==> src/fwsr_pkg.sv <==
// package for the flash write-status host controller
// assumes a byte-wide flash with status on the data lines, driven by fwsr_host
package fwsr_pkg;
    // own apb register map (byte addresses)
    localparam logic [11:0] REG_CTRL = 12'h000;
    localparam logic [11:0] REG_ADDR = 12'h004;
    localparam logic [11:0] REG_DATA = 12'h008;
    localparam logic [11:0] REG_STAT = 12'h00c;
    localparam logic [11:0] REG_RDAT = 12'h010;
    // ctrl fields
    localparam int CTRL_GO_POS = 0;
    localparam int CTRL_OP_LSB = 1;
    localparam int CTRL_MODE_POS = 3;
    localparam logic [1:0] OP_READ = 2'h0;
    localparam logic [1:0] OP_WRITE = 2'h1;
    localparam logic [1:0] OP_POLL = 2'h2;
    localparam logic [1:0] OP_RESET = 2'h3;
    // status fields
    localparam int STAT_BUSY_POS = 0;
    localparam int STAT_DONE_POS = 1;
    localparam int STAT_FAIL_POS = 2;
    localparam int STAT_TMR_POS = 3;
    // flash bit positions on the byte data lines
    localparam int DATA_POLL_BIT = 7;
    localparam int TOGGLE_BIT_ONE = 6;
    localparam int TIMING_LIMIT_FAIL_BIT = 5;
    localparam int ERASE_TIMER_BIT = 3;
    localparam int TOGGLE_BIT_TWO = 2;
    localparam logic [7:0] RESET_CMD = 8'hf0;
    // bus cycle timing
    localparam int CLK_MHZ = 50;
    localparam int CYCLE_NS = 100;
    localparam int CYCLE_CLKS = (CYCLE_NS * CLK_MHZ + 999) / 1000;
    localparam logic [3:0] CYCLE_CNT = 4'(CYCLE_CLKS);
    localparam int ADDR_W = 19;
    typedef enum {FWSR_IDLE, FWSR_CYC, FWSR_EVAL} fwsr_state_t;
endpackage

==> src/fwsr_bus_cycle.sv <==
// one read or write cycle on the flash pins
// assumes flash pins are synchronous to clk via the pin sampler inside
`timescale 1ns/1ps
module fwsr_bus_cycle
    import fwsr_pkg::*;
(
    input wire logic clk,
    input wire logic rst,
    input wire logic ce,
    input wire logic start,
    input wire logic wr,
    input wire logic [ADDR_W-1:0] addr,
    input wire logic [7:0] wdata,
    output logic done,
    output logic [7:0] rdata_ff,
    output logic [ADDR_W-1:0] flash_addr_ff,
    output logic chip_sel_n_ff,
    output logic out_en_n_ff,
    output logic wr_strobe_n_ff,
    output logic [7:0] dq_out_ff,
    output logic dq_oe_ff,
    input wire logic [7:0] dq_in
);
    logic [7:0] dq_s1_ff, dq_s2_ff;
    logic [3:0] cnt_ff;
    logic active_ff, wr_ff;
    wire last = active_ff && (cnt_ff == 4'h0);
    assign done = last;
    always_ff @(posedge clk) begin
        if (rst) begin
            dq_s1_ff <= 8'h00;
            dq_s2_ff <= 8'h00;
        end else if (ce) begin
            dq_s1_ff <= dq_in;
            dq_s2_ff <= dq_s1_ff;
        end
    end
    // read data sampled at cycle end, after two sync stages settled
    always_ff @(posedge clk) begin
        if (rst) begin
            active_ff <= 1'b0;
            cnt_ff <= 4'h0;
            wr_ff <= 1'b0;
            rdata_ff <= 8'h00;
            flash_addr_ff <= '0;
            chip_sel_n_ff <= 1'b1;
            out_en_n_ff <= 1'b1;
            wr_strobe_n_ff <= 1'b1;
            dq_out_ff <= 8'h00;
            dq_oe_ff <= 1'b0;
        end else if (ce) begin
            if (start && !active_ff) begin
                active_ff <= 1'b1;
                cnt_ff <= CYCLE_CNT + 4'h2;
                wr_ff <= wr;
                flash_addr_ff <= addr;
                dq_out_ff <= wdata;
                dq_oe_ff <= wr;
                chip_sel_n_ff <= 1'b0;
                out_en_n_ff <= wr;
                wr_strobe_n_ff <= !wr;
            end else if (active_ff) begin
                cnt_ff <= cnt_ff - 4'h1;
                if (cnt_ff == 4'h2 && wr_ff) begin
                    wr_strobe_n_ff <= 1'b1;
                end
                if (last) begin
                    active_ff <= 1'b0;
                    chip_sel_n_ff <= 1'b1;
                    out_en_n_ff <= 1'b1;
                    dq_oe_ff <= 1'b0;
                    if (!wr_ff) begin
                        rdata_ff <= dq_s2_ff;
                    end
                end
            end
        end
    end
endmodule

==> src/fwsr_host.sv <==
// host-side status poller for a byte-wide flash, apb slave for software
// assumes software already wrote the program/erase command sequence via OP_WRITE
// What this block does
// - host presents the programmed address on every status read
// - host reads inside a selected sector for valid erase status
// - after poll turns true, host takes byte data from next read; here the host stops and software starts OP_READ
// - host re-reads poll bit even when fail bit reads 1
// - host does two consecutive reads; no change means done, data next read; here the host stops and software starts OP_READ
// - toggling with fail bit set: recheck, still toggling means fail, reset; here the host flags fail and software sends OP_RESET
// - host restarts polling from the first double read after leaving
// - after failure the host issues the reset command; here the host only sets fail and software starts OP_RESET
// - reset command is one write of f0 at any address
//
// Chosen here: the register offsets and the APB slave port.
`timescale 1ns/1ps
module fwsr_host
    import fwsr_pkg::*;
(
    input wire logic clk,
    input wire logic rst,
    input wire logic ce,
    input wire logic psel,
    input wire logic penable,
    input wire logic pwrite,
    input wire logic [11:0] paddr,
    input wire logic [31:0] pwdata,
    output logic [31:0] prdata,
    output logic pready,
    output logic pslverr,
    output logic [ADDR_W-1:0] flash_addr,
    output logic chip_sel_n,
    output logic out_en_n,
    output logic wr_strobe_n,
    output logic [7:0] dq_out,
    output logic dq_oe,
    input wire logic [7:0] dq_in
);
    ////////////////////////////////////////////////////////////////////////
    fwsr_state_t state_ff, nxt_state;
    logic [1:0] op_ff;
    logic mode_ff;
    logic [ADDR_W-1:0] addr_ff;
    logic [7:0] data_ff, prev_ff, rdat_ff;
    logic busy_ff, done_ff, fail_ff, tmr_ff, have_prev_ff, fail_seen_ff;
    logic cyc_start, cyc_done;
    logic [7:0] cyc_rdata;

    function automatic logic reg_hit(input logic [11:0] a, input logic [11:0] r);
        reg_hit = (a == r);
    endfunction

    wire acc = psel && penable;
    wire wr_acc = acc && pwrite;
    wire go = wr_acc && reg_hit(paddr, REG_CTRL) && pwdata[CTRL_GO_POS] && !busy_ff;
    wire mapped = reg_hit(paddr, REG_CTRL) || reg_hit(paddr, REG_ADDR) || reg_hit(paddr, REG_DATA)
        || reg_hit(paddr, REG_STAT) || reg_hit(paddr, REG_RDAT);
    // a frozen block holds the access open, otherwise a write would be lost
    assign pready = ce;
    assign pslverr = acc && !mapped;
    wire [31:0] stat_word = {28'h0000000, tmr_ff, fail_ff, done_ff, busy_ff};
    assign prdata = reg_hit(paddr, REG_CTRL) ? {28'h0000000, mode_ff, op_ff, 1'b0} :
        reg_hit(paddr, REG_ADDR) ? {13'h0000, addr_ff} :
        reg_hit(paddr, REG_DATA) ? {24'h000000, data_ff} :
        reg_hit(paddr, REG_STAT) ? stat_word :
        reg_hit(paddr, REG_RDAT) ? {24'h000000, rdat_ff} : 32'h00000000;

    ////////////////////////////////////////////////////////////////////////
    // poll evaluation; mode_ff=0 uses data polling, 1 uses toggle polling
    wire poll_true = cyc_rdata[DATA_POLL_BIT] == data_ff[DATA_POLL_BIT];
    wire tog_same = cyc_rdata[TOGGLE_BIT_ONE] == prev_ff[TOGGLE_BIT_ONE];
    wire fail_now = cyc_rdata[TIMING_LIMIT_FAIL_BIT];
    wire is_poll = op_ff == OP_POLL;
    // fail only after a recheck that still shows not done
    wire poll_ok = mode_ff ? (have_prev_ff && tog_same) : poll_true;
    wire poll_fail = !poll_ok && fail_seen_ff && (mode_ff ? have_prev_ff : 1'b1);
    assign cyc_start = state_ff == FWSR_CYC;

    always_comb begin
        nxt_state = state_ff;
        case (state_ff)
            FWSR_IDLE: if (go) nxt_state = FWSR_CYC;
            FWSR_CYC: if (cyc_done) nxt_state = FWSR_EVAL;
            FWSR_EVAL: begin
                if (!is_poll || poll_ok || poll_fail) nxt_state = FWSR_IDLE;
                else nxt_state = FWSR_CYC;
            end
            default: nxt_state = FWSR_IDLE;
        endcase
    end

    always_ff @(posedge clk) begin
        if (rst) begin
            state_ff <= FWSR_IDLE;
        end else if (ce) begin
            state_ff <= nxt_state;
        end
    end

    ////////////////////////////////////////////////////////////////////////
    always_ff @(posedge clk) begin
        if (rst) begin
            op_ff <= OP_READ;
            mode_ff <= 1'b0;
            addr_ff <= '0;
            data_ff <= 8'h00;
            busy_ff <= 1'b0;
            done_ff <= 1'b0;
            fail_ff <= 1'b0;
            tmr_ff <= 1'b0;
            prev_ff <= 8'h00;
            rdat_ff <= 8'h00;
            have_prev_ff <= 1'b0;
            fail_seen_ff <= 1'b0;
        end else if (ce) begin
            if (wr_acc && reg_hit(paddr, REG_ADDR) && !busy_ff) addr_ff <= pwdata[ADDR_W-1:0];
            if (wr_acc && reg_hit(paddr, REG_DATA) && !busy_ff) data_ff <= pwdata[7:0];
            if (go) begin
                op_ff <= pwdata[CTRL_OP_LSB +: 2];
                mode_ff <= pwdata[CTRL_MODE_POS];
                busy_ff <= 1'b1;
                done_ff <= 1'b0;
                fail_ff <= 1'b0;
                have_prev_ff <= 1'b0;
                fail_seen_ff <= 1'b0;
            end
            if (state_ff == FWSR_EVAL) begin
                // the sampled byte lands one clock after the cycle ends, so take it here
                rdat_ff <= cyc_rdata;
                prev_ff <= cyc_rdata;
                have_prev_ff <= 1'b1;
                fail_seen_ff <= fail_now;
                tmr_ff <= cyc_rdata[ERASE_TIMER_BIT];
                if (!is_poll || poll_ok || poll_fail) begin
                    busy_ff <= 1'b0;
                    done_ff <= 1'b1;
                    fail_ff <= is_poll && poll_fail;
                end
            end
        end
    end

    // a reset op drives f0; other writes take the data register
    wire cyc_wr = (op_ff == OP_WRITE) || (op_ff == OP_RESET);
    wire [7:0] cyc_wdata = (op_ff == OP_RESET) ? RESET_CMD : data_ff;

    fwsr_bus_cycle u_cyc (
        .clk(clk),
        .rst(rst),
        .ce(ce),
        .start(cyc_start),
        .wr(cyc_wr),
        .addr(addr_ff),
        .wdata(cyc_wdata),
        .done(cyc_done),
        .rdata_ff(cyc_rdata),
        .flash_addr_ff(flash_addr),
        .chip_sel_n_ff(chip_sel_n),
        .out_en_n_ff(out_en_n),
        .wr_strobe_n_ff(wr_strobe_n),
        .dq_out_ff(dq_out),
        .dq_oe_ff(dq_oe),
        .dq_in(dq_in)
    );

    ////////////////////////////////////////////////////////////////////////
    a_busy_clears: assert property (@(posedge clk) disable iff (rst)
        ce && state_ff == FWSR_EVAL && !is_poll |=> !busy_ff && done_ff)
        else $error("busy not cleared after single op");
    a_fail_needs_bit: assert property (@(posedge clk) disable iff (rst)
        $rose(fail_ff) |-> $past(fail_seen_ff) && $past(is_poll))
        else $error("fail without prior fail bit");
    a_reset_data: assert property (@(posedge clk) disable iff (rst)
        dq_oe && op_ff == OP_RESET |-> dq_out == RESET_CMD)
        else $error("reset command byte wrong");
    a_poll_addr: assert property (@(posedge clk) disable iff (rst)
        !chip_sel_n && is_poll |-> flash_addr == addr_ff)
        else $error("status read at wrong address");
    a_tog_done: assert property (@(posedge clk) disable iff (rst)
        ce && state_ff == FWSR_EVAL && is_poll && mode_ff && have_prev_ff && tog_same
        |=> !busy_ff && !fail_ff)
        else $error("toggle stop not seen as done");
    a_dpoll_done: assert property (@(posedge clk) disable iff (rst)
        ce && state_ff == FWSR_EVAL && is_poll && !mode_ff && poll_true |=> done_ff && !fail_ff)
        else $error("data poll true not seen as done");
    a_restart_pair: assert property (@(posedge clk) disable iff (rst)
        ce && go |=> !have_prev_ff)
        else $error("toggle pair not restarted");
    a_no_oe_clash: assert property (@(posedge clk) disable iff (rst)
        !(dq_oe && !out_en_n))
        else $error("drive while flash outputs enabled");
    // strobe framing, the poll loop, read byte capture and fail clearing on a new op
    a_strobe_in_cycle: assert property (@(posedge clk) disable iff (rst)
        !wr_strobe_n |-> !chip_sel_n)
        else $error("write strobe outside chip select");
    a_poll_repeat: assert property (@(posedge clk) disable iff (rst)
        ce && state_ff == FWSR_EVAL && is_poll && !poll_ok && !poll_fail
        |=> state_ff == FWSR_CYC && busy_ff)
        else $error("unfinished poll did not read again");
    a_rdat_capture: assert property (@(posedge clk) disable iff (rst)
        ce && state_ff == FWSR_EVAL |=> rdat_ff == $past(cyc_rdata))
        else $error("read byte not captured");
    a_fail_clear_go: assert property (@(posedge clk) disable iff (rst)
        ce && go |=> busy_ff && !fail_ff)
        else $error("new op did not clear fail");
    c_tog_poll: cover property (@(posedge clk) disable iff (rst) ce && state_ff == FWSR_EVAL && is_poll && mode_ff && poll_ok);
    c_poll_done: cover property (@(posedge clk) disable iff (rst) $fell(busy_ff) && !fail_ff && is_poll);
    c_poll_fail: cover property (@(posedge clk) disable iff (rst) $rose(fail_ff));
    c_reset_op: cover property (@(posedge clk) disable iff (rst) go && pwdata[CTRL_OP_LSB +: 2] == OP_RESET);
endmodule

==> config.mk <==
export PLATFORM = sky130hd
export DESIGN_NAME = fwsr_host
export DESIGN_NICKNAME = d
export VERILOG_FILES = /design/src/fwsr_pkg.sv /design/src/fwsr_bus_cycle.sv /design/src/fwsr_host.sv
export SDC_FILE = /design/constraint.sdc
export NUM_CORES = 1
export LEC_CHECK = 0
export CAP_MARGIN = 10
export CORE_ASPECT_RATIO = 0.8
export CORE_MARGIN = 2
export CORE_UTILIZATION = 30
export DETAILED_ROUTE_END_ITERATION = 12
export DONT_BUFFER_PORTS = 1
export PLACE_DENSITY = 0.55
export SLEW_MARGIN = 25
export SYNTH_ARGS = -nofsm -noshare
export SYNTH_HDL_FRONTEND = slang
export SYNTH_HIERARCHICAL = 1
export SYNTH_SLANG_ARGS = --single-unit
==> constraint.sdc <==
create_clock -name clk -period 2.58 [get_ports clk]
set_input_delay 0.258 -clock clk [delete_from_list [all_inputs] [get_ports clk]]
set_output_delay 0.258 -clock clk [all_outputs]
set_load 0.1 [all_outputs]
==> impl_metrics.env, run 1 <==
export IMPL_final_nets=644
export IMPL_outcome="complete, no violations"
export IMPL_insertion_delay_ps=340
export IMPL_ios=123
export IMPL_netlist_instances=562
export IMPL_fin_ws_ps=305
export IMPL_drtPass1Iterations=5
export IMPL_maxSlewHeadroom_pct=32.8
export IMPL_area_growth_pct=20.9
export IMPL_antenna_left=0
export IMPL_cts_tree="done"
export IMPL_fp_dieArea_mm2=0.0170
export IMPL_io_buffers=0
export IMPL_critPathLaunchType="input port"
export IMPL_clk_pin_slew_ps=60
export IMPL_vdd_drop_max_uv=361
export IMPL_antenna_cells=0
export IMPL_wirelength_um=12100
export IMPL_leakagePower_uw=0.00218
export IMPL_drv_slew=0
export IMPL_crit_path_max_fanout=8
export IMPL_fp_dieH_um=117
export IMPL_root_buffer="clkbuf_16"
export IMPL_seqCellArea_mm2=0.00212
export IMPL_overflow=0
export IMPL_drtIter0Drc=218
export IMPL_hold_viol=0
export IMPL_worstPathRequired_ps=2320
export IMPL_cts_buffers=9
export IMPL_synth_most_common_cell="nand2_1"
export IMPL_clkSinkCount=106
export IMPL_clock_path_buffers=2
export IMPL_drive_gt1_share_pct=13.1
export IMPL_synth_edf_count=0
export IMPL_antenna_found_initial=0
export IMPL_wl_per_cell_um=15.1
export IMPL_end_kind="primary output"
export IMPL_arrival_ps=2020
export IMPL_num_vias=3907
export IMPL_syn_cell_area_mm2=0.00480
export IMPL_synth_seq_cells=106
export IMPL_fill_cells=1603
export IMPL_final_min_clock_period_ps=2270
export IMPL_grt_pass1_vias=3896
export IMPL_clock_skew_ps=5.93
export IMPL_fmaxAchievable_mhz=440
export IMPL_grt_usage_pct=14.3
export IMPL_syn_avg_cell_area_um2=8.55
export IMPL_synth_top_cells_by_count="nand2_1, dfxtp_1, mux2i_1, a21oi_1, nor2_1"
export IMPL_synthFlopType="dfxtp_1"
export IMPL_hpwl_um=8690
export IMPL_yosysTopAreaCell="dfxtp_1"
export IMPL_fin_cells=802
export IMPL_tightest_slew_ps=1010
export IMPL_worst_setup_path_type="in2out"
export IMPL_placed_cells=786
export IMPL_yosysSeqAreaShare_pct=44.2
export IMPL_synthArstFlopShare_pct=0
export IMPL_yosys_top_cells_area="dfxtp_1, nand2_1, mux2i_1"
export IMPL_rsz0062_at_grt="false"
export IMPL_gp_congestion=0.832
export IMPL_dp_slack_ps=306
export IMPL_die_w_um=145
export IMPL_postCtsSetupBuffers=0
export IMPL_drv_cap=0
export IMPL_yosysWarnings=6
export IMPL_hold_class="in2reg"
export IMPL_drc_errors=0
export IMPL_setup_violations=0
export IMPL_fp_row_count=41
export IMPL_fin_tns_setup_ps=0
export IMPL_yosysUniqueCellTypes=62
export IMPL_p_per_area_mw_per_mm2=574
export IMPL_finalCritPeriodShare_pct=88.2
export IMPL_grt_max_degree=64
export IMPL_yosys_area_top_type_share_pct=44.2
export IMPL_initial_core_util_pct=30.6
export IMPL_multi_input_area_mm2=0.00244
export IMPL_cts_htree_levels=3
export IMPL_grt_pass1_wl_um=19500
export IMPL_core_area_mm2=0.0157
export IMPL_vias_per_cell=4.87
-- sequential cells by signal, summed over array words and instances, names as in the netlist, 2 cells and up --
name and count:
data_ff 8, u_cyc/rdata_ff 8, u_cyc/dq_s2_ff 8, addr_ff 19
op_ff 2, rdat_ff 8, u_cyc/dq_s1_ff 8, u_cyc/cnt_ff 4
u_cyc/flash_addr_ff 19, state_ff 2, u_cyc/dq_out_ff 8
-- logic make-up after synthesis --
family | count (synthesis) | synth area share, %
fa+ha+maj | 3 | 0.782
mux | 56 | 11.7
simple gates | 245 | 24.0
buf+inv | 58 | 7.03
flops | 106 | 44.2
other cells | 1 | 0.0781
xor+xnor | 2 | 0.365
compound gates | 91 | 11.9
-- layer usage --
metal | vias to the layer above | GRT usage [%] | wire length (um)
li1 | 1921 | - | -
met3 | 9 | 6.24 | 1170
met2 | 134 | 24.2 | 5630
met4 | 0 | 2.68 | 95
met5 | - | 0 | 0
met1 | 1843 | 17.1 | 5190
-- critical path, cell delays in order --
cell and delay [ps]:
or4_4 570, or3_1 620, a221oi_4 340, buf_12 220
-- power breakdown --
| group | internal, uW | switching (uW) | total (uW) |
|---|---|---|---|
| Clock | 900 | 585 | 1480 |
| Combinational | 40.7 | 153 | 193 |
| Sequential | 1650 | 5.91 | 1650 |
-- final cells by class --
type,instances,area share (%)
Sequential cell,106,36.5
Tap cell,215,4.63
Clock inverter,4,1.27
Timing Repair Buffer,47,10.5
Inverter,9,0.582
Multi-Input combinational cell,410,42.1
Clock buffer,11,4.35
-- final timing paths --
| check | startpoint | end | slack [ps] | depth (start not counted) |
|---|---|---|---|---|
| setup / recovery | paddr[1] | prdata[1] | 310 | 4 |
| hold / removal | ce | u_cyc/cnt_ff[0]$_SDFFE_PP0P_ | 30 | 1 |
| setup reg to reg | state_ff[0]$_SDFFE_PP0P_ | u_cyc/dq_oe_ff$_SDFFE_PP0P_ | 730 | 5 |
| hold reg to reg | u_cyc/flash_addr_ff[1]$_SDFFE_PP0P_ | u_cyc/flash_addr_ff[1]$_SDFFE_PP0P_ | 460 | 2 |
-- cells in the final DEF, fill, tap and decap left out, types with 3 or more instances in the layout --
master and instances:
buf_12 19, and2_1 17, a32oi_1 5, nand2_1 154
mux2i_1 56, clkbuf_16 9, and3_1 3, dfxtp_1 106
buf_4 27, nand2b_1 9, o21ai_1 3, nand3_1 5
nor3_1 5, inv_1 7, or3_1 4, ha_1 3
nor2b_1 5, nor2_1 24, o21ai_0 7, a21oi_1 47
o31ai_1 3, conb_1 13
-- stage by stage --
| step | utilization, % | hold WS (ps) | power [uW] | area, um2 |
|---|---|---|---|---|
| 3_3_place_gp | 34.7 | 340 | 1860 | 5450 |
| 4_1_cts | 37.0 | 24.3 | 3370 | 5810 |
| 3_5_place_dp | 34.7 | 342 | 1860 | 5450 |
| 6_report | 37.0 | 26.8 | 3330 | 5810 |
| 2_1_floorplan | - | 327 | 1900 | 4870 |
| 5_1_grt | 37.0 | 11.8 | 3450 | 5810 |
-- repair_timing --
action,CTS,global route
endpoints found under the setup margin,0,0
hold endpoints to repair,63,0
hold buffers,1,0
gates resized for setup,0,0
(Power assumes the default switching activity.)
==> run 2: changes to the inputs <==
GPL_ROUTABILITY_DRIVEN = 0   (was default)
clock period = 2.15 ns   (was 2.58 ns; I/O delays follow)
==> impl_metrics.env, run 2 (synthesized netlist as in run 1, its figures left out) <==
export IMPL_fp_dieH_um=117
export IMPL_grt_max_degree=65
export IMPL_critPathLaunchType="input port"
export IMPL_core_area_mm2=0.0157
export IMPL_crit_chain="or4_4 > or3_1 > buf_4 > a221oi_4 > buf_12"
export IMPL_end_kind="primary output"
export IMPL_fin_ws_ps=80.7
export IMPL_cts_buffers=9
export IMPL_seqCellArea_mm2=0.00212
export IMPL_drtPass1Iterations=4
export IMPL_grt_pass1_wl_um=19800
export IMPL_finalCritPeriodShare_pct=96.2
export IMPL_drive_gt1_share_pct=18.4
export IMPL_setup_violations=0
export IMPL_fill_cells=1592
export IMPL_final_common_cell="nand2_1"
export IMPL_antenna_found_initial=0
export IMPL_clkSinkCount=106
export IMPL_ios=123
export IMPL_wirelength_um=12200
export IMPL_p_per_area_mw_per_mm2=626
export IMPL_clock_path_buffers=2
export IMPL_final_core_util_pct=38.5
export IMPL_wl_per_cell_um=14.7
export IMPL_rr_startpoint="u_cyc/active_ff$_SDFFE_PP0P_"
export IMPL_tightest_slew_ps=666
export IMPL_initial_core_util_pct=30.6
export IMPL_die_w_um=145
export IMPL_num_vias=3952
export IMPL_rsz0062_at_grt="false"
export IMPL_rr_worst_depth=4
export IMPL_hpwl_um=8770
export IMPL_totalPowerFinal_uw=3780
export IMPL_leakagePower_uw=0.00230
export IMPL_fp_row_count=41
export IMPL_drv_cap=0
export IMPL_max_stage_delay_ps=570
export IMPL_r2r_slack_ps=580
export IMPL_arrival_ps=1850
export IMPL_final_nets=670
export IMPL_clk_pin_slew_ps=70
export IMPL_crit_family="simple AND/OR/NAND/NOR gates"
export IMPL_crit_path_max_fanout=8
export IMPL_io_buffers=0
export IMPL_final_min_clock_period_ps=2070
export IMPL_worst_setup_path_type="in2out"
export IMPL_worstPathRequired_ps=1930
export IMPL_grt_usage_pct=14.5
export IMPL_cp_num_buf_inv=2
export IMPL_drtIter0Drc=255
export IMPL_dp_slack_ps=96.9
export IMPL_hold_class="in2reg"
export IMPL_cts_htree_levels=3
export IMPL_multi_input_area_mm2=0.00247
export IMPL_cp_slowest_cell="or4_4"
export IMPL_vias_per_cell=4.77
export IMPL_cts_resized=0
export IMPL_outcome="complete, no violations"
export IMPL_hold_viol=0
export IMPL_root_buffer="clkbuf_16"
export IMPL_fmaxAchievable_mhz=483
export IMPL_area_growth_pct=25.7
export IMPL_drv_slew=0
export IMPL_insertion_delay_ps=340
export IMPL_antenna_cells=0
export IMPL_layout_common_cells="nand2_1, dfxtp_1, mux2i_1"
export IMPL_reg2reg_to="u_cyc/rdata_ff[2]$_SDFFE_PP0P_"
export IMPL_drc_errors=0
export IMPL_largestRegisters="addr_ff x19, u_cyc/flash_addr_ff x19"
export IMPL_fp_dieArea_mm2=0.0170
export IMPL_grt_pass1_vias=3886
export IMPL_clock_skew_ps=7.67
export IMPL_maxSlewHeadroom_pct=55.3
export IMPL_startpoint="paddr[1]"
export IMPL_cts_tree="done"
export IMPL_cp_depth=5
export IMPL_vdd_drop_max_uv=413
export IMPL_antenna_left=0
export IMPL_crit_end="prdata[2]"
export IMPL_overflow=0
## run 2: report_power, final
group | internal, uW | switching, uW
clock network | 817 | 733
registers | 1980 | 7.46
logic | 59.4 | 186
total | 2850 | 926
## run 2: worst min-delay path by stage
| stage | from | to | slack (ps) | cells past startpoint |
|---|---|---|---|---|
| floorplan | rst | state_ff[0]$_SDFFE_PP0P_ | 280 | 1 |
| CTS | pwdata[16] | addr_ff[16]$_SDFFE_PP0P_ | 5 | 2 |
| detailed placement | rst | u_cyc/dq_s1_ff[1]$_SDFFE_PP0P_ | 300 | 1 |
| finish | pwdata[13] | addr_ff[13]$_SDFFE_PP0P_ | 10 | 2 |
| global route | pwdata[13] | addr_ff[13]$_SDFFE_PP0P_ | 2 | 2 |
| global placement | rst | state_ff[1]$_SDFFE_PP0P_ | 300 | 1 |
## run 2: repair_timing
item                      in CTS  in global routing
hold endpoints to repair      70                  0
setup buffers                  0                  0
hold buffers                   8                  0
## run 2: area by class of cell
cell class,count,share of cell area (%)
Clock buffer,10,3.96
Tap cell,215,4.46
Sequential cell,106,35.2
Clock inverter,6,0.705
Timing Repair Buffer,73,14.3
Multi-Input combinational cell,410,40.9
Inverter,9,0.560
## run 2: through the flow
stage	hold slack (ps)	instances	TNS, ps	instance area (um2)
final	14.6	829	0	6040
after global routing	2.22	829	0	6040
after CTS	4.95	829	0	6040
after detailed placement	298	805	0	5660
after global placement	296	805	0	5660
after floorplan	284	574	-883	4920
## run 2: routing by layer
metal	routed length, um	track usage [%]
met1	5480	17.8
met2	5560	23.7
met3	977	5.58
met4	147	4.84
met5	0	0
## run 2: worst reg2reg max path, delay by kind of cell (launching register included)
kind	cells	cell delay, ps
multiplexers	1	210
flip-flops	1	580
buffers and inverters	1	240
AND/OR/NAND/NOR	2	460
==> run 3: changes to the inputs <==
GPL_ROUTABILITY_DRIVEN = 1   (was 0)
SYNTH_HIERARCHICAL = default   (was 1)
==> impl_metrics.env, run 3 <==
export IMPL_drv_cap=0
export IMPL_num_vias=4094
export IMPL_crit_family="compound AO/OA/AOI/OAI gates"
export IMPL_yosys_top_cells_area="dfxtp_1, a21oi_1, nand2_1"
export IMPL_hold_class="in2reg"
export IMPL_final_area_mm2=0.00589
export IMPL_antenna_found_initial=0
export IMPL_synth_top_cells_by_count="dfxtp_1, a21oi_1, nand2_1, nor2_1, nand3_1"
export IMPL_placed_cells=800
export IMPL_end_kind="primary output"
export IMPL_final_common_cell="dfxtp_1"
export IMPL_setup_violations=0
export IMPL_synthFlopType="dfxtp_1"
export IMPL_ios=123
export IMPL_gp_congestion=0.871
export IMPL_layout_common_cells="dfxtp_1, nand2_1, a21oi_1"
export IMPL_max_stage_delay_ps=400
export IMPL_wl_per_cell_um=15.7
export IMPL_fmaxAchievable_mhz=527
export IMPL_worst_setup_path_type="reg2out"
export IMPL_drtIter0Drc=269
export IMPL_core_area_mm2=0.0152
export IMPL_grt_pass1_vias=3848
export IMPL_cp_num_buf_inv=1
export IMPL_insertion_delay_ps=350
export IMPL_synth_most_common_cell="dfxtp_1"
export IMPL_antenna_cells=0
export IMPL_crit_path_max_fanout=3
export IMPL_area_growth_pct=25.0
export IMPL_antenna_left=0
export IMPL_placed_area_mm2=0.00546
export IMPL_yosysWarnings=0
export IMPL_yosysSeqAreaShare_pct=45.0
export IMPL_critPathLaunchType="flip-flop"
export IMPL_largestRegisters="addr_ff x19, u_cyc.flash_addr_ff x19"
export IMPL_arrival_ps=1680
export IMPL_syn_avg_cell_area_um2=8.26
export IMPL_leakagePower_uw=0.00209
export IMPL_cp_slowest_cell="dfxtp_1"
export IMPL_fp_dieArea_mm2=0.0167
export IMPL_tightest_slew_ps=547
export IMPL_cts_htree_levels=3
export IMPL_clock_skew_ps=7.12
export IMPL_overflow=0
export IMPL_fp_row_count=40
export IMPL_p_per_area_mw_per_mm2=684
export IMPL_io_buffers=0
export IMPL_hold_viol=0
export IMPL_root_buffer="clkbuf_16"
export IMPL_synth_edf_count=0
export IMPL_hpwl_um=9130
export IMPL_grt_max_degree=99
export IMPL_fp_dieH_um=116
export IMPL_fin_cells=824
export IMPL_clock_path_buffers=2
export IMPL_final_nets=670
export IMPL_vdd_drop_max_uv=333
export IMPL_die_w_um=144
export IMPL_cts_buffers=9
export IMPL_cts_tree="done"
export IMPL_wirelength_um=13000
export IMPL_worstPathRequired_ps=1930
export IMPL_cts_hold_buffers_added=8
export IMPL_vias_per_cell=4.97
export IMPL_rsz0062_at_grt="false"
export IMPL_fin_hold_ws_ps=13.1
export IMPL_yosysTopAreaCell="dfxtp_1"
export IMPL_crit_chain="nand3b_1 > a21oi_1 > o21ai_0 > a21oi_2 > buf_12"
export IMPL_yosys_area_top_type_share_pct=45.0
export IMPL_grt_pass1_wl_um=20000
export IMPL_drtPass1Iterations=4
export IMPL_drive_gt1_share_pct=16.4
export IMPL_initial_core_util_pct=31.1
export IMPL_syn_cell_area_mm2=0.00471
export IMPL_drc_errors=0
export IMPL_outcome="complete, no violations"
export IMPL_clk_pin_slew_ps=70
export IMPL_grt_usage_pct=15.6
export IMPL_finalCritPeriodShare_pct=88.2
export IMPL_final_min_clock_period_ps=1900
export IMPL_maxSlewHeadroom_pct=63.3
export IMPL_postCtsSetupBuffers=0
export IMPL_clkSinkCount=106
export IMPL_drv_slew=0
export IMPL_netlist_instances=570
export IMPL_cts_resized=0
export IMPL_synthArstFlopShare_pct=0
export IMPL_yosysUniqueCellTypes=52
export IMPL_synth_seq_cells=106
run 3: cells by family after synthesis:
| family | Yosys count | synth area share, % |
|---|---|---|
| flip-flops | 106 | 45.0 |
| buffers and inverters | 60 | 6.67 |
| other | 1 | 0.0796 |
| multiplexers | 25 | 5.31 |
| AND/OR/NAND/NOR | 223 | 23.7 |
| AO/OA/AOI/OAI | 148 | 17.6 |
| XOR/XNOR | 4 | 0.744 |
| adder cells (fa/ha/maj) | 3 | 0.797 |
run 3: final timing paths:
| kind | start | to | slack, ps | cells after the start |
|---|---|---|---|---|
| worst min register to register | u_cyc.flash_addr_ff[9]$_SDFFE_PP0P_ | u_cyc.flash_addr_ff[9]$_SDFFE_PP0P_ | 460 | 2 |
| worst max-delay path | data_ff[2]$_SDFFE_PP0P_ | prdata[2] | 250 | 5 |
| worst max register to register | u_cyc.cnt_ff[0]$_SDFFE_PP0P_ | u_cyc.rdata_ff[2]$_SDFFE_PP0P_ | 310 | 7 |
| worst min-delay path | pwdata[4] | addr_ff[4]$_SDFFE_PP0P_ | 10 | 2 |
run 3: stage by stage:
step	util [%]	setup slack, ps	total power, uW	setup TNS (ps)
after CTS	38.8	277	4080	0
final	38.8	254	4030	0
after global routing	38.8	66.9	4150	0
after floorplan	-	-473	2270	-2250
after global placement	36.0	348	2210	0
after detailed placement	36.0	320	2210	0
run 3: power by group:
group	internal (uW)	leakage [uW]	switching [uW]	total, uW
logic	46.9	0.00107	177	224
clock network	1040	0.000163	781	1820
registers	1980	0.000856	7.06	1980
run 3: final cells by class:
class                           count  area [um2]
Fill cell                        1486        9280
Timing Repair Buffer               69         793
Inverter                            7        26.3
Sequential cell                   106        2120
Clock inverter                      7         106
Clock buffer                        9         225
Tap cell                          210         263
Multi-Input combinational cell    416        2350
run 3: layer usage:
layer	part of all wire, %	up-vias	track usage [%]
met1	47	1905	20.7
met2	43	140	23.8
met5	0	-	0
li1	-	2031	-
met3	8.3	18	5.45
met4	1.9	0	5.03
